[src/include/frc_pkg.sv]
// Constants for the 16-bit free-running counter block
package frc_pkg;
  // APB byte addresses
  localparam logic [7:0] OFS_CTRL = 8'h00;
  localparam logic [7:0] OFS_STATUS = 8'h04;
  localparam logic [7:0] OFS_CNT_HI = 8'h08;
  localparam logic [7:0] OFS_CNT_LO = 8'h0C;
  localparam logic [7:0] OFS_SHD_HI = 8'h10;
  localparam logic [7:0] OFS_SHD_LO = 8'h14;

  // Control and status register fields
  localparam int CTRL_CC_LSB = 0;
  localparam int CTRL_EDGE_BIT = 2;
  localparam int CTRL_OVIE_BIT = 3;
  localparam int CTRL_WIDTH = 4;
  localparam int STATUS_OVF_BIT = 0;

  // Clock select encodings
  localparam logic [1:0] CC_DIV2 = 2'h0;
  localparam logic [1:0] CC_DIV4 = 2'h1;
  localparam logic [1:0] CC_DIV8 = 2'h2;
  localparam logic [1:0] CC_EXT = 2'h3;

  // Values after reset, and the top count
  localparam logic [15:0] COUNT_RESET = 16'hFFFC;
  localparam logic [15:0] COUNT_TOP = 16'hFFFF;
  localparam logic [3:0] CTRL_RESET = 4'h0;
  localparam logic [2:0] PRESC_RESET = 3'h0;
endpackage

[src/rtl/frc_timer.sv]
// Free-running 16-bit counter with prescaler, external clock and APB slave
//
// The register addresses and the APB register port were left to the implementer.
module frc_timer (
  input wire logic REF_CLK, // CPU clock
  input wire logic RESETN, // Async reset, active low
  input wire logic PSEL, // APB select
  input wire logic PENABLE, // APB enable
  input wire logic PWRITE, // APB direction
  input wire logic [7:0] PADDR, // APB byte address
  input wire logic [31:0] PWDATA, // APB write data
  output logic [31:0] PRDATA, // APB read data
  output logic PREADY, // APB ready
  output logic PSLVERR, // APB error on unmapped address
  input wire logic EXT_COUNT_PIN, // External counter clock pin
  input wire logic EXT_PIN_BONDED, // High when the pin is bonded out
  input wire logic HALT_MODE, // Processor in HALT
  input wire logic GLOBAL_IRQ_MASK, // CPU interrupt mask bit
  output logic OVF_IRQ // Overflow interrupt request
);

  // Register state
  logic [15:0] count;
  logic [15:0] next_count;
  logic [7:0] latch_low;
  logic [7:0] next_latch_low;
  logic latch_valid;
  logic next_latch_valid;
  logic ovf_flag;
  logic next_ovf_flag;
  logic clear_armed;
  logic next_clear_armed;
  logic [frc_pkg::CTRL_WIDTH-1:0] ctrl;
  logic [frc_pkg::CTRL_WIDTH-1:0] next_ctrl;
  logic [31:0] rdata;
  logic [31:0] next_rdata;

  // Clock source state
  logic [2:0] presc;
  logic [2:0] next_presc;
  logic sync_a;
  logic sync_b;
  logic sync_c;
  logic next_sync_a;
  logic next_sync_b;
  logic next_sync_c;

  logic [1:0] clock_select_bits;
  logic ext_edge_select;
  logic overflow_irq_enable;
  logic pin_level;
  logic ext_tick;
  logic presc_tick;
  logic cnt_tick;
  logic setup_rd;
  logic access_wr;
  logic addr_ok;
  logic low_write;
  logic flag_set;
  logic flag_clr;

  function automatic logic frc_div_tick(input logic [1:0] sel, input logic [2:0] pre);
    logic t;
    t = 1'b0;
    case (sel)
      frc_pkg::CC_DIV2: t = pre[0];
      frc_pkg::CC_DIV4: t = &pre[1:0];
      frc_pkg::CC_DIV8: t = &pre;
      default: t = 1'b0;
    endcase
    return t;
  endfunction

  function automatic logic frc_is_mapped(input logic [7:0] a);
    return (a == frc_pkg::OFS_CTRL) || (a == frc_pkg::OFS_STATUS) ||
           (a == frc_pkg::OFS_CNT_HI) || (a == frc_pkg::OFS_CNT_LO) ||
           (a == frc_pkg::OFS_SHD_HI) || (a == frc_pkg::OFS_SHD_LO);
  endfunction

  assign clock_select_bits = ctrl[frc_pkg::CTRL_CC_LSB +: 2];
  assign ext_edge_select = ctrl[frc_pkg::CTRL_EDGE_BIT];
  assign overflow_irq_enable = ctrl[frc_pkg::CTRL_OVIE_BIT];

  // APB: zero wait states, reads sampled in the setup cycle
  assign addr_ok = frc_is_mapped(PADDR);
  assign PREADY = 1'b1;
  assign PSLVERR = PSEL & PENABLE & ~addr_ok;
  assign PRDATA = rdata;
  assign setup_rd = PSEL & ~PENABLE & ~PWRITE;
  assign access_wr = PSEL & PENABLE & PWRITE;
  assign low_write = access_wr &&
                     (PADDR == frc_pkg::OFS_CNT_LO || PADDR == frc_pkg::OFS_SHD_LO);

  // Unbonded pin floats to one
  assign pin_level = EXT_PIN_BONDED ? EXT_COUNT_PIN : 1'b1;

  // Edge on synchronised copies only; relies on four clocks between edges
  assign ext_tick = ext_edge_select ? (sync_b & ~sync_c) : (~sync_b & sync_c);
  assign presc_tick = frc_div_tick(clock_select_bits, presc);

  // WAIT has no effect; only HALT stops the count
  assign cnt_tick = ~HALT_MODE &
                    ((clock_select_bits == frc_pkg::CC_EXT) ? ext_tick : presc_tick);

  assign OVF_IRQ = ovf_flag & overflow_irq_enable & ~GLOBAL_IRQ_MASK;

  // Clock source next state
  always_comb begin
    next_sync_a = pin_level;
    next_sync_b = sync_a;
    next_sync_c = sync_b;
    // Prescaler frozen in HALT so the phase survives a wake by interrupt
    next_presc = HALT_MODE ? presc : presc + 3'h1;
  end

  // Prescaler starts from a fixed phase so twin instances stay aligned
  always_ff @(posedge REF_CLK or negedge RESETN) begin
    if (!RESETN) begin
      presc <= frc_pkg::PRESC_RESET;
      sync_a <= 1'b1;
      sync_b <= 1'b1;
      sync_c <= 1'b1;
    end else begin
      presc <= next_presc;
      sync_a <= next_sync_a;
      sync_b <= next_sync_b;
      sync_c <= next_sync_c;
    end
  end

  // Counter, read sequence, flag and registers
  always_comb begin
    next_count = count;
    next_latch_low = latch_low;
    next_latch_valid = latch_valid;
    next_clear_armed = clear_armed;
    next_ctrl = ctrl;
    next_rdata = rdata;
    flag_set = 1'b0;
    flag_clr = 1'b0;

    if (cnt_tick) begin
      next_count = count + 16'h0001;
      if (count == frc_pkg::COUNT_TOP) begin
        flag_set = 1'b1;
      end
    end

    if (setup_rd) begin
      next_rdata = 32'h0000_0000;
      case (PADDR)
        frc_pkg::OFS_CTRL: next_rdata[frc_pkg::CTRL_WIDTH-1:0] = ctrl;
        frc_pkg::OFS_STATUS: begin
          next_rdata[frc_pkg::STATUS_OVF_BIT] = ovf_flag;
          if (ovf_flag) begin
            next_clear_armed = 1'b1;
          end
        end
        frc_pkg::OFS_CNT_HI, frc_pkg::OFS_SHD_HI: begin
          next_rdata[7:0] = count[15:8];
          // Only the first high read of a sequence captures
          if (!latch_valid) begin
            next_latch_low = count[7:0];
            next_latch_valid = 1'b1;
          end
        end
        frc_pkg::OFS_CNT_LO, frc_pkg::OFS_SHD_LO: begin
          next_rdata[7:0] = latch_valid ? latch_low : count[7:0];
          next_latch_valid = 1'b0;
          if (PADDR == frc_pkg::OFS_CNT_LO && clear_armed) begin
            flag_clr = 1'b1;
            next_clear_armed = 1'b0;
          end
        end
        default: next_rdata = 32'h0000_0000;
      endcase
    end

    if (access_wr) begin
      if (PADDR == frc_pkg::OFS_CTRL) begin
        next_ctrl = PWDATA[frc_pkg::CTRL_WIDTH-1:0];
      end
      if (PADDR == frc_pkg::OFS_CNT_LO && clear_armed) begin
        flag_clr = 1'b1;
        next_clear_armed = 1'b0;
      end
    end

    // Reload beats a same-cycle tick
    if (low_write) begin
      next_count = frc_pkg::COUNT_RESET;
    end

    // A rollover in the clearing cycle keeps the flag
    next_ovf_flag = flag_set | (ovf_flag & ~flag_clr);
  end

  always_ff @(posedge REF_CLK or negedge RESETN) begin
    if (!RESETN) begin
      count <= frc_pkg::COUNT_RESET;
      latch_low <= 8'h00;
      latch_valid <= 1'b0;
      ovf_flag <= 1'b0;
      clear_armed <= 1'b0;
      ctrl <= frc_pkg::CTRL_RESET;
      rdata <= 32'h0000_0000;
    end else begin
      count <= next_count;
      latch_low <= next_latch_low;
      latch_valid <= next_latch_valid;
      ovf_flag <= next_ovf_flag;
      clear_armed <= next_clear_armed;
      ctrl <= next_ctrl;
      rdata <= next_rdata;
    end
  end

  // Checks
  logic rd_shd_lo;
  logic rd_any_lo;
  assign rd_shd_lo = setup_rd && (PADDR == frc_pkg::OFS_SHD_LO);
  assign rd_any_lo = setup_rd && (PADDR == frc_pkg::OFS_CNT_LO || PADDR == frc_pkg::OFS_SHD_LO);
  logic rd_any_hi;
  logic main_lo_access;
  logic [7:0] cnt_lo_byte;
  logic [7:0] cnt_hi_byte;
  logic [frc_pkg::CTRL_WIDTH-1:0] wdata_ctrl;
  assign rd_any_hi = setup_rd && (PADDR == frc_pkg::OFS_CNT_HI || PADDR == frc_pkg::OFS_SHD_HI);
  // Only the main low byte takes part in the clearing handshake
  assign main_lo_access = (setup_rd || access_wr) && (PADDR == frc_pkg::OFS_CNT_LO);
  assign cnt_lo_byte = count[7:0];
  assign cnt_hi_byte = count[15:8];
  assign wdata_ctrl = PWDATA[frc_pkg::CTRL_WIDTH-1:0];

  a_low_write_reload: assert property (@(posedge REF_CLK) disable iff (!RESETN)
    low_write |=> count == 16'hFFFC)
    else $error("low byte write did not reload counter");

  a_reset_count: assert property (@(posedge REF_CLK) disable iff (!RESETN)
    !$past(RESETN) |-> (count == 16'hFFFC || count == 16'hFFFD))
    else $error("counter did not start from reload value");

  a_rollover_flag: assert property (@(posedge REF_CLK) disable iff (!RESETN)
    (cnt_tick && count == 16'hFFFF && !low_write) |=> (ovf_flag && count == 16'h0000))
    else $error("rollover did not set overflow flag");

  a_irq_masked: assert property (@(posedge REF_CLK) disable iff (!RESETN)
    (GLOBAL_IRQ_MASK || !ovf_flag || !overflow_irq_enable) |-> !OVF_IRQ)
    else $error("interrupt raised while masked or idle");

  a_irq_pending: assert property (@(posedge REF_CLK) disable iff (!RESETN)
    (ovf_flag && overflow_irq_enable && !GLOBAL_IRQ_MASK) |-> OVF_IRQ)
    else $error("pending overflow interrupt not raised");

  a_halt_freeze: assert property (@(posedge REF_CLK) disable iff (!RESETN)
    (HALT_MODE && !low_write) |=> count == $past(count))
    else $error("counter moved during halt");

  a_latch_hold: assert property (@(posedge REF_CLK) disable iff (!RESETN)
    (latch_valid && !rd_any_lo) |=> (latch_valid && latch_low == $past(latch_low)))
    else $error("latched low byte changed before low read");

  a_shadow_flag: assert property (@(posedge REF_CLK) disable iff (!RESETN)
    (rd_shd_lo && ovf_flag) |=> ovf_flag)
    else $error("shadow low read cleared overflow flag");

  a_clear_armed: assert property (@(posedge REF_CLK) disable iff (!RESETN)
    $fell(ovf_flag) |-> $past(clear_armed))
    else $error("overflow flag cleared without status read");

  a_ext_step: assert property (@(posedge REF_CLK) disable iff (!RESETN)
    (clock_select_bits == frc_pkg::CC_EXT && !HALT_MODE && !low_write)
      |=> count == $past(count) + {15'h0000, $past(ext_tick)})
    else $error("external mode count step wrong");

  a_ext_single: assert property (@(posedge REF_CLK) disable iff (!RESETN)
    ext_tick |=> !ext_tick)
    else $error("external edge gave more than one pulse");

  a_div2_rate: assert property (@(posedge REF_CLK) disable iff (!RESETN)
    (clock_select_bits == frc_pkg::CC_DIV2 && !HALT_MODE && !$past(HALT_MODE))
      |-> presc_tick != $past(presc_tick))
    else $error("divide by two tick pattern wrong");

  a_high_capture: assert property (@(posedge REF_CLK) disable iff (!RESETN)
    (rd_any_hi && !latch_valid) |=> (latch_valid && latch_low == $past(cnt_lo_byte)))
    else $error("high read did not capture low byte");

  a_low_latched: assert property (@(posedge REF_CLK) disable iff (!RESETN)
    (rd_any_lo && latch_valid) |=> (!latch_valid && PRDATA[7:0] == $past(latch_low)))
    else $error("low read did not return latched byte");

  a_low_live: assert property (@(posedge REF_CLK) disable iff (!RESETN)
    (rd_any_lo && !latch_valid) |=> PRDATA[7:0] == $past(cnt_lo_byte))
    else $error("low read did not return live byte");

  a_high_read: assert property (@(posedge REF_CLK) disable iff (!RESETN)
    rd_any_hi |=> (PRDATA[7:0] == $past(cnt_hi_byte) && PRDATA[31:8] == 24'h00_0000))
    else $error("high read returned wrong byte");

  a_status_arm: assert property (@(posedge REF_CLK) disable iff (!RESETN)
    (setup_rd && PADDR == frc_pkg::OFS_STATUS && ovf_flag) |=> clear_armed)
    else $error("status read with flag set did not arm clear");

  a_main_low_clear: assert property (@(posedge REF_CLK) disable iff (!RESETN)
    (main_lo_access && clear_armed && !flag_set) |=> (!ovf_flag && !clear_armed))
    else $error("armed main low access did not clear flag");

  a_pending_kept: assert property (@(posedge REF_CLK) disable iff (!RESETN)
    (ovf_flag && !(main_lo_access && clear_armed)) |=> ovf_flag)
    else $error("pending overflow dropped without clear");

  a_set_wins: assert property (@(posedge REF_CLK) disable iff (!RESETN)
    flag_set |=> ovf_flag)
    else $error("rollover lost against clear");

  a_flag_source: assert property (@(posedge REF_CLK) disable iff (!RESETN)
    $rose(ovf_flag) |-> $past(count) == frc_pkg::COUNT_TOP)
    else $error("overflow flag set without rollover");

  a_unbonded_one: assert property (@(posedge REF_CLK) disable iff (!RESETN)
    !EXT_PIN_BONDED |=> sync_a)
    else $error("unbonded pin not read as one");

  a_presc_step: assert property (@(posedge REF_CLK) disable iff (!RESETN)
    (presc_tick && !HALT_MODE && !low_write) |=> count == $past(count) + 16'h0001)
    else $error("prescaled tick did not advance counter");

  a_halt_presc: assert property (@(posedge REF_CLK) disable iff (!RESETN)
    HALT_MODE |=> presc == $past(presc))
    else $error("prescaler moved during halt");

  a_edge_dir: assert property (@(posedge REF_CLK) disable iff (!RESETN)
    ext_tick |-> sync_b == ext_edge_select)
    else $error("external pulse on wrong edge");

  a_ctrl_write: assert property (@(posedge REF_CLK) disable iff (!RESETN)
    (access_wr && PADDR == frc_pkg::OFS_CTRL) |=> ctrl == $past(wdata_ctrl))
    else $error("control write not taken");

  a_div4_gap: assert property (@(posedge REF_CLK) disable iff (!RESETN)
    (clock_select_bits == frc_pkg::CC_DIV4 && presc_tick && !HALT_MODE) |=> !presc_tick)
    else $error("divide by four ticks too close");

  a_div8_wrap: assert property (@(posedge REF_CLK) disable iff (!RESETN)
    (clock_select_bits == frc_pkg::CC_DIV8 && presc_tick && !HALT_MODE) |=> presc == 3'h0)
    else $error("divide by eight phase wrong");

  c_overflow: cover property (@(posedge REF_CLK) disable iff (!RESETN)
    flag_set && overflow_irq_enable);

  c_coherent_read: cover property (@(posedge REF_CLK) disable iff (!RESETN)
    latch_valid && cnt_tick ##[1:50] rd_any_lo);

  c_ext_count: cover property (@(posedge REF_CLK) disable iff (!RESETN)
    clock_select_bits == frc_pkg::CC_EXT && cnt_tick);

  c_flag_clear: cover property (@(posedge REF_CLK) disable iff (!RESETN)
    $fell(ovf_flag));

  c_halt_wake: cover property (@(posedge REF_CLK) disable iff (!RESETN)
    $fell(HALT_MODE) && count != frc_pkg::COUNT_RESET);

endmodule
[config.mk]
export PLATFORM = sky130hd
export DESIGN_NAME = frc_timer
export DESIGN_NICKNAME = d
export VERILOG_FILES = /design/src/include/frc_pkg.sv /design/src/rtl/frc_timer.sv
export SDC_FILE = /design/constraint.sdc
export NUM_CORES = 1
export LEC_CHECK = 0
export BUFFER_PORTS_ARGS = -buffer_cell sky130_fd_sc_hd__clkbuf_2
export CAP_MARGIN = 20
export CORE_ASPECT_RATIO = 1.4
export CORE_MARGIN = 2
export CORE_UTILIZATION = 40
export CTS_CLUSTER_SIZE = 10
export DETAILED_ROUTE_END_ITERATION = 6
export PLACE_DENSITY = 0.77
export SYNTH_ARGS = -nofsm -noshare
export SYNTH_HDL_FRONTEND = slang
export SYNTH_SLANG_ARGS = --single-unit
[constraint.sdc]
create_clock -name REF_CLK -period 3.9 [get_ports REF_CLK]
set_input_delay 0.195 -clock REF_CLK [delete_from_list [all_inputs] [get_ports REF_CLK]]
set_output_delay 0.195 -clock REF_CLK [all_outputs]
set_load 0.02 [all_outputs]
### Word-level counts from Yosys, hierarchy flattened

Cells that the tools add are included.

| word-level totals | value |
|---|---|
| register bits | 45 |
| input bits | 49 |

| cells by class | value |
|---|---|
| $add $sub $neg | 2 |
| eq/ne operators | 9 |
| mux-type cells | 24 |
| bitwise logic cells | 20 |
| reduce and logical (&&, ||, !) cells | 19 |

Operators with widths:

| cell | count |
|---|---|
| $mux W16 | 2 |
| $add A16 B1 Y16 const B | 1 |
| $eq A16 B16 Y1 const B | 1 |
| $eq A8 B4 Y1 const B | 2 |
| $eq A8 B5 Y1 const B | 2 |
| $mux W1 | 15 |
| $and A1 B1 Y1 | 11 |
| $pmux W3 S3 | 1 |
| $eq A8 B3 Y1 const B | 1 |
| $logic_not A8 Y1 | 1 |
| $mux W8 | 1 |
| $not A1 Y1 | 8 |
| $pmux W4 S2 | 1 |
| $reduce_and A2 Y1 | 4 |
| $logic_or A1 B1 Y1 | 6 |
| $eq A2 B2 Y1 const B | 2 |
| $pmux W1 S2 | 2 |
| $pmux W1 S4 | 1 |
| $reduce_bool A2 Y1 | 2 |
| $reduce_or A2 Y1 | 2 |
| $add A3 B1 Y3 const B | 1 |
| $pmux W1 S3 | 1 |
| $reduce_and A3 Y1 | 1 |
| $eq A2 B1 Y1 const B | 1 |
| other kinds (3) | 4 |

### Logic depth before layout (Yosys ltp)

Gate-level depths: netlist (run 1).

| logic depth | value |
|---|---|
| word-level depth | 10 |
| mapped depth | 7 |
| gate-level depth less buffers | 6 |

### Worst setup path before layout (run 1)

No wires, ideal clock.

| timing | value |
|---|---|
| path type | input to register |
| from | in PADDR[7] |
| to | reg latch_low[0] |
| arrival | 1826 ps |
| required time | 3775 ps |
| slack | 1949 ps |
| stages on the path | 5 |
| path through | or4_4 -> or3_1 -> buf_6 -> nor4_4 -> mux2_2 |

| between the ends | value |
|---|---|
| longest elaborated chain between the ends | 3 |
| elaborated cells between the ends (all ways) | 4 |
| classes of those cells | 2 x eq/ne; 2 x reduce/logical |

Ends and longest elaborated chain:

| what | RTL line | source |
|---|---|---|
| start, declared | frc_timer.sv:10 | `input wire logic [7:0] PADDR,` |
| $eq A8 B4 Y1 / $eq A8 B5 Y1 (equally long branches) | frc_timer.sv:151 | `case (PADDR)` |
| $reduce_or A2 Y1 * | frc_timer.sv:151 |  |
| $reduce_and A2 Y1 (no line) * | - |  |
| end signal, assigned | frc_timer.sv:209 | `latch_low <= next_latch_low;` |
| end, declared | frc_timer.sv:25 | `logic [7:0] latch_low;` |

Every way passes the cells marked *; elsewhere a longest branch is shown, timed or not.
A chain may end at the register's enable or synchronous reset.

### Final worst setup path (run 1)

| timing | value |
|---|---|
| from | reg presc[0] |
| to | reg count[14] |

| between the ends | value |
|---|---|
| longest elaborated chain between the ends | 5 |
| elaborated cells between the ends (all ways) | 6 |
| classes of those cells | 2 x mux; 1 x bitwise; 3 x reduce/logical |

Ends and longest elaborated chain:

| what | RTL line | source |
|---|---|---|
| start, declared | frc_timer.sv:39 | `logic [2:0] presc;` |
| start signal, assigned | frc_timer.sv:119 | `presc <= frc_pkg::PRESC_RESET;` |
| start signal, assigned | frc_timer.sv:124 | `presc <= next_presc;` |
| $reduce_and A3 Y1 / $reduce_and A2 Y1 (equally long branches) | frc_timer.sv:68, frc_timer.sv:67 |  |
| $pmux W1 S3 * | frc_timer.sv:65 | `case (sel)` |
| $mux W1 * | frc_timer.sv:103 | `((clock_select_bits == frc_pkg::CC_EXT) ? ext_tick : presc_tick);` |
| $and A1 B1 Y1 * | frc_timer.sv:102 | `assign cnt_tick = ~HALT_MODE &` |
| $reduce_bool A2 Y1 (no line) * | - |  |
| end signal, assigned | frc_timer.sv:200 | `count <= frc_pkg::COUNT_RESET;` |
| end signal, assigned | frc_timer.sv:208 | `count <= next_count;` |
| end, declared | frc_timer.sv:23 | `logic [15:0] count;` |

Marked as above.

==> qor.yml, run 1 <==
final_layout:
  layout_commonest_cell: "clkbuf_2"
  stdcell_count: 373
  drive_gt1_share_pct: 26.76
  layout_common_cells: "30 x clkbuf_2, 28 x dfrtp_1, 25 x conb_1, 20 x nor2_1, 18 x mux2_2"
  n_fill_cell: 614
  nets: 350
  diodes: 0
  syn_to_final_growth_pct: 6.732
die:
  die_area_sq_um: 7420
  core_region_area_sq_um: 6569
  chipHeight_um: 101.1
  ios: 84
  rows: 35
  start_util_pct: 41.03
  fp.dieW_um: 73.38
hold_path:
  holdPathEnd: "next_sync_b$_DFF_PN1_"
  hp-class: "in2reg"
  min_delay_path_depth: 2
  hp-start: "EXT_PIN_BONDED"
place:
  place_hpwl_um: 3969
  placed_cells: 364
  gp_congestion: 0.8390
  numPortBuffers: 30
power_and_ir_drop:
  p_per_area_nw_per_um2: 428.8
  ir_drop_v: 0.0001646
  power.leakage_nw: 1.227
setup_path:
  crit_path_end_kind: "register"
  critPathArrivalTime_ns: 2.30
  crit_path_start_kind: "register"
  rr_endpoint: "count[14]$_DFFE_PN1P_"
  ff2ff_path_depth: 6
  crit_type: "reg2reg"
  crit_fanout: 14
  rr_startpoint: "presc[0]$_DFFE_PN0N_"
  required_ns: 4.13
  r2r_setup_slack_ns: 1.84
yosys:
  yosysWarnings: 0
  synthArstFlopShare_pct: 100.0
  synth.distinct_cells: 42
  seq_area_frac_synth_pct: 42.57
  syn_inst: 274
  ys_ff_latch: 45
  synth_edf_count: 0
  synth_area_per_cell_sq_um: 9.836
  ys.flop_type: "dfrtp_1"
  syn_area_sq_um: 2695
clock_network:
  cts_root_buf: "clkbuf_8"
  cts-hold-fix-buffers: 1
  cts_setup_buffers: 0
  cts_buffer_depth: 2
  ctsResizeCount: 0
  cts_buffers: 5
  cts_tree: "done"
  cts.sinks: 45
  cts_max_level: 2
  clkTransAtPathRegs_ns: 0.08
  clock_latency_ns: 0.31
detailed_routing:
  dr.pass1.iters: 4
  drc: 0
  drt-initial-drc-count: 121
  wl_per_cell_um: 14.50
  viasPerCell: 5.686
  drtAntennaViolNets: 0
  route.vias.total: 2121
  finalWirelength_um: 5409
timing:
  post-route-period-util_pct: 52.93
  hold_violations: 0
  setup_tns_ns: 0
  drv_slew: 0
  worst_pin_slew_ns: 1.092
  max_freq_mhz: 484.4
  grt_setup_unrepaired: "no"
  finalSetupViolCount: 0
  finalCriticalPeriod_ns: 2.064
  slew_headroom_pct: 27.12
  skew_ns: 0.007866
global_routing:
  grt_pass1_vias: 1975
  grt_max_degree: 46
  gr-total-overflow: 0
  antenna_found_initial: 0
  grt_pass1_wl_um: 9121
  track_usage_pct: 15.60
job:
  drv_cap: 0
status:
  status: "finished, final reports clean"
[power breakdown]
part,total (mW),switching [mW],internal (mW),leakage (nW)
clock network,0.283,0.159,0.124,0.0450
registers,0.654,0.0921,0.562,0.558
logic,0.296,0.168,0.128,0.624
[Yosys cell counts (3+ instances only)]
master	number	area [sq um]
and4_1	9	78.83
a211oi_1	4	30.03
ha_1	3	37.54
a21oi_1	6	30.03
nor2_1	20	75.07
o21ai_0	17	85.08
buf_4	25	187.7
clkbuf_1	12	45.04
nor3_1	5	25.02
inv_1	3	11.26
or4_1	4	30.03
nor4_1	4	25.02
nand2b_1	5	31.28
o41ai_1	5	43.79
mux2_2	18	202.7
nand3_1	11	55.05
xnor2_1	3	26.28
a31oi_1	8	50.05
o31ai_1	4	30.03
nand4_1	7	43.79
and3_1	6	37.54
nand2_1	17	63.81
and2_1	3	18.77
dfrtp_1	28	700.7
mux2i_1	9	90.09
dfstp_2	17	446.7
[cells by family (layout without fill, tap and decap cells)]
logic type               Yosys count  after routing  synth area share [%]
other                              2             25                0.2787
XOR/XNOR                           3              3                0.9751
AND/OR/NAND/NOR                  102            102                 22.01
multiplexers                      27             27                 10.86
buffers and inverters             42             44                 9.888
adder cells (fa/ha/maj)            3              3                 1.393
flip-flops                        45             45                 42.57
AO/OA/AOI/OAI                     50             50                 12.02
[registers in the layout, summed over array words and instances (netlist names)]
signal / cells
count: 16
PRDATA: 8
latch_low: 8
ctrl: 4
presc: 3
clear_armed: 1
latch_valid: 1
next_sync_b: 1
next_sync_c: 1
ovf_flag: 1
sync_c: 1
[per-stage QoR]
stage               setup WS, ns  power, mW  util [%]  hold slack (ns)  instance area (sq um)
floorplan                  1.949     0.8843         -          -0.1006                   2781
global placement           1.702     0.9418     42.38           0.3038                   2784
detailed placement         1.694     0.9566     42.38           0.3131                   2784
CTS                        1.830      1.243     43.79         0.003882                   2877
global route               1.595      1.323     43.79         0.008284                   2877
finish                     1.836      1.234     43.79         0.009377                   2877
[worst max path at each step]
stage,cells past startpoint,slack [ns],endpoint,from
floorplan,5,1.95,latch_low[0]$_DFFE_PN0P_,PADDR[7]
global placement,5,1.70,latch_low[0]$_DFFE_PN0P_,PADDR[7]
detailed placement,5,1.69,latch_low[1]$_DFFE_PN0P_,PADDR[7]
CTS,6,1.83,count[14]$_DFFE_PN1P_,presc[0]$_DFFE_PN0N_
global route,6,1.59,count[14]$_DFFE_PN1P_,presc[0]$_DFFE_PN0N_
finish,6,1.84,count[14]$_DFFE_PN1P_,presc[0]$_DFFE_PN0N_
[critical path, stage by stage (launching register included)]
cell,delay (ns)
dfrtp_1,0.40
ha_1,0.20
ha_1,0.14
mux2i_1,0.08
a211o_1,0.48
nor4_1,0.46
mux2i_1,0.23
[metal layers]
| metal | track usage, % | part of all wire [%] | wire [um] | vias up |
|---|---|---|---|---|
| li1 | - | - | - | 1013 |
| met1 | 17.23 | 40 | 2155 | 1023 |
| met4 | 8.252 | 3.2 | 172 | 0 |
| met3 | 3.200 | 4.4 | 239 | 13 |
| met5 | 0 | 0 | 0 | - |
| met2 | 27.58 | 53 | 2841 | 72 |
[layout make-up]
cell class                      count  area, sq um  share of cell area (%)
Timing Repair Buffer               33        175.2                   6.090
Multi-Input combinational cell    210         1368                   47.54
Clock buffer                        6        72.57                   2.523
Inverter                            3        11.26                  0.3915
Sequential cell                    45         1147                   39.89
Clock inverter                      2        10.01                  0.3480
Tap cell                           74        92.59                   3.219
No activity file was read; power rests on OpenSTA's default activity.
==> run 2: changes to the inputs <==
- ABC_AREA: not set -> 1
- PLACE_DENSITY: 0.77 -> 0.78
- clock period: 3.9 -> 1.85 ns (I/O delays scaled with it)
==> run 2 against run 1 <==
Critical path depth increased by 5. Register-to-register slack lost 1.6 ns. Die area is 9.8% higher. Total power increased by 89%. Setup slack worse by 1.6 ns. Synthesized area is 10% higher. Sequential power grew 82%. Sequential share of layout area fell by 4.6 points. First-iteration DRC count fell by 1.7%. Critical path type unchanged. Critical endpoint is now count[10]$_DFFE_PN1P_. Largest power group unchanged. Highest routed layer unchanged.
==> qor.yml, run 2 <==
die:
  start_util_pct: 40.90  # -0.13 points
  ios: 84  # unchanged
  chipHeight_um: 106.0  # +4.8%
  die_area_sq_um: 8148  # +9.8%
  core_region_area_sq_um: 7268  # +11%
  fp.dieW_um: 76.86  # +4.7%
  rows: 37  # +5.7%
clock_network:
  cts_root_buf: "clkbuf_8"
  ctsResizeCount: 0  # unchanged
  cts_setup_buffers: 0  # unchanged
  clock_latency_ns: 0.30  # about the same
  cts.sinks: 45  # unchanged
  cts_buffer_depth: 2  # unchanged
  cts_tree: "done"
  cts_buffers: 5  # unchanged
  cts-hold-fix-buffers: 3  # +2
  cts_max_level: 2  # unchanged
  clkTransAtPathRegs_ns: 0.09  # about the same
setup_path:
  path_common_cell: "nand2_1"
  crit_fanout: 14  # unchanged
  path_cells: "ha_1, ha_1, nand2_1, nand2_1, nor2_1, nor2_4, buf_4, nand3_1, nand2_1, nand2_1, nand2_1"
  rr_startpoint: "presc[0]$_DFFE_PN0N_"
  required_ns: 2.08  # -2.05 ns
  cpMaxStageDelayCell: "dfrtp_1"
  crit_path_end_kind: "register"
  crit_start: "presc[0]$_DFFE_PN0N_"
  crit_path_start_kind: "register"
  cpPeakStageDelay_ns: 0.41  # -0.07 ns
  crit_type: "reg2reg"
  critPathArrivalTime_ns: 1.85  # -0.45 ns
final_layout:
  n_fill_cell: 750  # +22%
  nets: 496  # +42%
  stdcell_count: 542  # +45%
  diodes: 0  # unchanged
  layout_common_cells: "134 x nand2_1, 52 x nand3_1, 39 x inv_1, 35 x nor2_1, 30 x clkbuf_2"
  register_area_sq_um: 1147  # unchanged
  syn_to_final_growth_pct: 9.386
  drive_gt1_share_pct: 20.45  # -6.3 points
  layout_commonest_cell: "nand2_1"
  largest-register: "count"
  post-route-util_pct: 44.74  # +0.95 points
  multi_input_area_sq_um: 1470  # +7.5%
  largest_reg_flops: 16  # unchanged
  fin_area_sq_um: 3252  # +13%
detailed_routing:
  viasPerCell: 4.878  # -14%
  met3_wirelength_um: 239  # unchanged
  finalWirelength_um: 6215  # +15%
  drc: 0  # unchanged
  route.vias.total: 2644  # +25%
  wl_met1_um: 2559  # +19%
  route.met2.wl_um: 3212  # +13%
  dr.pass1.iters: 5  # +1
  drtAntennaViolNets: 0  # unchanged
  drt-initial-drc-count: 119  # -1.7%
  highest_layer: "met4"
  wl_per_cell_um: 11.47  # -21%
timing:
  setup_tns_ns: 0  # unchanged
  max_freq_mhz: 619.2  # +28%
  finalCriticalPeriod_ns: 1.615  # -0.4495 ns
  hold_violations: 0  # unchanged
  skew_ns: 0.008896  # +0.001030 ns
  finalSetupViolCount: 0  # unchanged
  grt_setup_unrepaired: "no"
  drv_slew: 0  # unchanged
  post-route-period-util_pct: 87.30  # +34 points
  hold_ws_ns: 0.01700  # +0.007623 ns
  setup_ws_ns: 0.2350  # -1.601 ns
global_routing:
  antenna_found_initial: 0  # unchanged
  grt_max_degree: 22  # -52%
  track_usage_pct: 16.17  # +0.58 points
  gr-total-overflow: 0  # unchanged
  grt_pass1_vias: 2550  # +29%
  grt_pass1_wl_um: 10800  # +18%
job:
  drv_cap: 0  # unchanged
yosys:
  synth_xor_area_share_pct: 0.2946  # -0.68 points
  synth.most_common_cell: "nand2_1"
  seq_area_frac_synth_pct: 38.59  # -4.0 points
  syn_inst: 411  # +50%
  synth_top_area_cell: "dfrtp_1"
  synth_compound_area_share_pct: 4.293  # -7.7 points
  synthArstFlopShare_pct: 100.0  # unchanged
  synth.distinct_cells: 34  # -19%
  synthAdderAreaFrac_pct: 1.263  # -0.13 points
  yosysWarnings: 0  # unchanged
  syn_area_sq_um: 2973  # +10%
  muxShareOfSynthArea_pct: 0.7576  # -10 points
  synth_area_per_cell_sq_um: 7.233  # -26%
  ys.flop_type: "dfrtp_1"
  synth_edf_count: 0  # unchanged
  synth-simple-area-share_pct: 39.69  # +18 points
  synth_commonest_cells: "134 x nand2_1, 52 x nand3_1, 39 x inv_1"
  ys_ff_latch: 45  # unchanged
  synth_top_family_by_area: "simple AND/OR/NAND/NOR gates"
  yosys-top-cells-area: "dfrtp_1 24%, nand2_1 17%, dfstp_2 15%"
  synth.top_cell.area_share_pct: 23.57  # -2.4 points
place:
  place_hpwl_um: 4854  # +22%
  pre_cts_slack_ns: 0.2346  # -1.460 ns
  placed_area_sq_um: 3107  # +12%
  numPortBuffers: 30  # unchanged
  placed_cells: 531  # +46%
  gp_congestion: 0.8843  # +5.4%
power_and_ir_drop:
  finalPower_mw: 2.334  # +89%
  power.leakage_nw: 1.611  # +31%
  p_per_area_nw_per_um2: 717.7  # +67%
  ir_drop_v: 0.0004058  # +150%
hold_path:
  hp-class: "in2reg"
  hp-start: "PWDATA[2]"
status:
  status: "finished, final reports clean"
==> run 2: path summary, 6_finish.rpt <==
kind                                       endpoint  slack, ns  cells after the start
min in group asynchronous  latch_low[4]$_DFFE_PN0P_       0.21                      2
min reg2reg                   next_sync_c$_DFF_PN1_       0.36                      0
min                             ctrl[2]$_DFFE_PN0P_       0.02                      3
max                           count[10]$_DFFE_PN1P_       0.24                     11
max reg2reg                   count[10]$_DFFE_PN1P_       0.24                     11
max in group asynchronous       ctrl[0]$_DFFE_PN0P_       1.12                      3
==> run 2: cell families (layout without fill, tap and decap cells) <==
kind of cell    Yosys count  count (layout)
mux                       2               2
flops                    45              45
buf+inv                  78              89
simple gates            259             259
fa+ha+maj                 3               3
compound gates           21              21
xor+xnor                  1               1
other cells               2              25
==> run 2: area by class of cell <==
| class | count | share of cell area [%] |
|---|---|---|
| multi-input combinational | 311 | 45.21 |
| tap | 97 | 3.732 |
| sequential | 45 | 35.28 |
| inverter | 43 | 5.156 |
| clock inverter | 3 | 1.424 |
| clock buffer | 5 | 2.116 |
| timing repair buffer | 38 | 7.080 |
==> run 2: layer usage <==
metal / vias up / GRT usage [%]
li1: 1320 / -
met1: 1228 / 17.50
met2: 83 / 29.32
met3: 13 / 2.207
met4: 0 / 10.26
met5: - / 0
==> run 2: power breakdown <==
| part | internal, mW | switching, mW |
|---|---|---|
| sequential | 1.09 | 0.0927 |
| combinational | 0.141 | 0.244 |
| clock | 0.404 | 0.357 |
==> run 2: critical path, delay by kind of cell (launching register included) <==
kind                       cells  cell delay, ns
and+or+nand+nor                8            0.55
buffers and inverters          1            0.18
adders and majority gates      2            0.40
DFF                            1            0.41
==> run 3: changes to the inputs <==
- PLACE_DENSITY: 0.78 -> 0.76
- clock period: 1.85 -> 1.91 ns (I/O delays scaled with it)
==> run 3 against run 2 <==
Sequential cell count is the same. Via count fell by 2.5%. Largest power group unchanged. Clock power decreased by 16%.
==> qor.yml, run 3 (synthesized netlist as in run 2, its figures left out) <==
setup_path:
  ff2ff_path_depth: 11  # unchanged
  critPathArrivalTime_ns: 1.86  # about the same
  crit_path_start_kind: "register"
  required_ns: 2.14  # +0.06 ns
  crit_fanout: 14  # unchanged
  crit_path_end_kind: "register"
  path_cells: "ha_1, ha_1, nand2_1, nand2_1, nor2_1, nor2_4, buf_4, nand3_1, nand2_1, nand2_1, nand2_1"
  rr_endpoint: "count[10]$_DFFE_PN1P_"
  r2r_setup_slack_ns: 0.28  # +0.04 ns
  cpMaxStageDelayCell: "dfrtp_1"
  path_common_cell: "nand2_1"
  rr_startpoint: "presc[0]$_DFFE_PN0N_"
  critPathBufInv: 1  # unchanged
  cpPeakStageDelay_ns: 0.41  # about the same
  crit_type: "reg2reg"
  critPathTopFamily: "simple AND/OR/NAND/NOR gates"
die:
  chipHeight_um: 106.0  # unchanged
  ios: 84  # unchanged
  start_util_pct: 40.90  # unchanged
  rows: 37  # unchanged
  die_area_sq_um: 8148  # unchanged
  core_region_area_sq_um: 7268  # unchanged
  fp.dieW_um: 76.86  # unchanged
job:
  drv_cap: 0  # unchanged
global_routing:
  grt_pass1_vias: 2469  # -3.2%
  grt_max_degree: 46  # +110%
  antenna_found_initial: 0  # unchanged
  grt_pass1_wl_um: 10550  # -2.3%
  gr-total-overflow: 0  # unchanged
  track_usage_pct: 15.80  # -0.37 points
timing:
  worst_pin_slew_ns: 0.5627
  setup_tns_ns: 0  # unchanged
  grt_setup_unrepaired: "no"
  post-route-period-util_pct: 85.52  # -1.8 points
  slew_headroom_pct: 62.49
  max_freq_mhz: 612.2  # -1.1%
  finalSetupViolCount: 0  # unchanged
  drv_slew: 0  # unchanged
  skew_ns: 0.006372  # -0.002524 ns
  finalCriticalPeriod_ns: 1.633  # +0.01845 ns
  hold_violations: 0  # unchanged
power_and_ir_drop:
  power.leakage_nw: 1.602  # -0.59%
  ir_drop_v: 0.0002542  # -37%
  p_per_area_nw_per_um2: 672.1  # -6.4%
final_layout:
  largest_reg_flops: 16  # unchanged
  nets: 495  # -0.20%
  n_fill_cell: 755  # +0.67%
  layout_commonest_cell: "nand2_1"
  largest-register: "count"
  stdcell_count: 541  # -0.18%
  drive_gt1_share_pct: 20.27  # -0.18 points
  diodes: 0  # unchanged
  syn_to_final_growth_pct: 8.249
  layout_common_cells: "134 x nand2_1, 52 x nand3_1, 39 x inv_1, 35 x nor2_1, 30 x clkbuf_2"
place:
  gp_congestion: 0.8752  # -1.0%
  placed_cells: 530  # -0.19%
  place_hpwl_um: 4658  # -4.0%
  numPortBuffers: 30  # unchanged
detailed_routing:
  drtAntennaViolNets: 0  # unchanged
  route.vias.total: 2577  # -2.5%
  dr.pass1.iters: 4  # -1
  drt-initial-drc-count: 135  # +13%
  drc: 0  # unchanged
  wl_per_cell_um: 11.23  # -2.0%
  viasPerCell: 4.763  # -2.4%
  finalWirelength_um: 6078  # -2.2%
clock_network:
  cts_root_buf: "clkbuf_8"
  clkTransAtPathRegs_ns: 0.08  # about the same
  cts.sinks: 45  # unchanged
  cts-hold-fix-buffers: 3  # unchanged
  ctsResizeCount: 0  # unchanged
  cts_setup_buffers: 0  # unchanged
  cts_max_level: 2  # unchanged
  cts_buffer_depth: 2  # unchanged
  cts_tree: "done"
  clock_latency_ns: 0.30  # about the same
  cts_buffers: 5  # unchanged
hold_path:
  hp-start: "PWDATA[3]"
  min_delay_path_depth: 3  # unchanged
  holdPathEnd: "ctrl[3]$_DFFE_PN0P_"
  hp-class: "in2reg"
status:
  status: "finished, final reports clean"
-- run 3: final cells by class --
cell class                 instances  area [sq um]  share of cell area (%)
multi-input combinational        311          1470                   45.68
sequential                        45          1147                   35.65
timing repair buffer              37         210.2                   6.532
inverter                          43         167.7                   5.210
tap                               97         121.4                   3.771
clock buffer                       7         96.34                   2.994
clock inverter                     1         5.005                  0.1555
-- run 3: report_power, final --
part	internal, mW	leakage, nW	switching (mW)
logic	0.134	1.01	0.238
clock network	0.327	0.0542	0.310
registers	1.06	0.542	0.0927
-- run 3: how the worst max path moves through the flow --
stage | start | end | cells past startpoint
detailed placement | presc[0]$_DFFE_PN0N_ | count[10]$_DFFE_PN1P_ | 11
CTS | presc[0]$_DFFE_PN0N_ | count[10]$_DFFE_PN1P_ | 11
floorplan | presc[0]$_DFFE_PN0N_ | count[14]$_DFFE_PN1P_ | 11
global route | presc[0]$_DFFE_PN0N_ | count[10]$_DFFE_PN1P_ | 11
finish | presc[0]$_DFFE_PN0N_ | count[10]$_DFFE_PN1P_ | 11
global placement | presc[0]$_DFFE_PN0N_ | count[10]$_DFFE_PN1P_ | 11
-- run 3: per-stage QoR --
stage | hold WS (ns) | worst slack (ns) | power (mW) | utilization (%) | area (sq um)
2_1_floorplan | -0.2001 | 0.4083 | 1.458 | - | 3059
3_3_place_gp | 0.2096 | 0.3069 | 1.519 | 42.47 | 3087
3_5_place_dp | 0.2147 | 0.2819 | 1.537 | 42.47 | 3087
4_1_cts | 0.01320 | 0.2577 | 2.197 | 44.28 | 3218
5_1_grt | 0.03028 | 0.1337 | 2.312 | 44.28 | 3218
6_report | 0.02109 | 0.2766 | 2.163 | 44.28 | 3218
-- run 3: tightest hold or removal path, cell delays in order --
cell and delay [ns]:
clkbuf_2 0.08, nand3_1 0.06, nand2_1 0.05
-- run 3: per-layer routing --
layer,GRT usage [%],vias up,part of all wire (%)
met5,0,-,0
met4,7.403,0,2.6
met3,1.698,11,4.8
met2,30.70,71,52
met1,16.70,1185,40
li1,-,1310,-
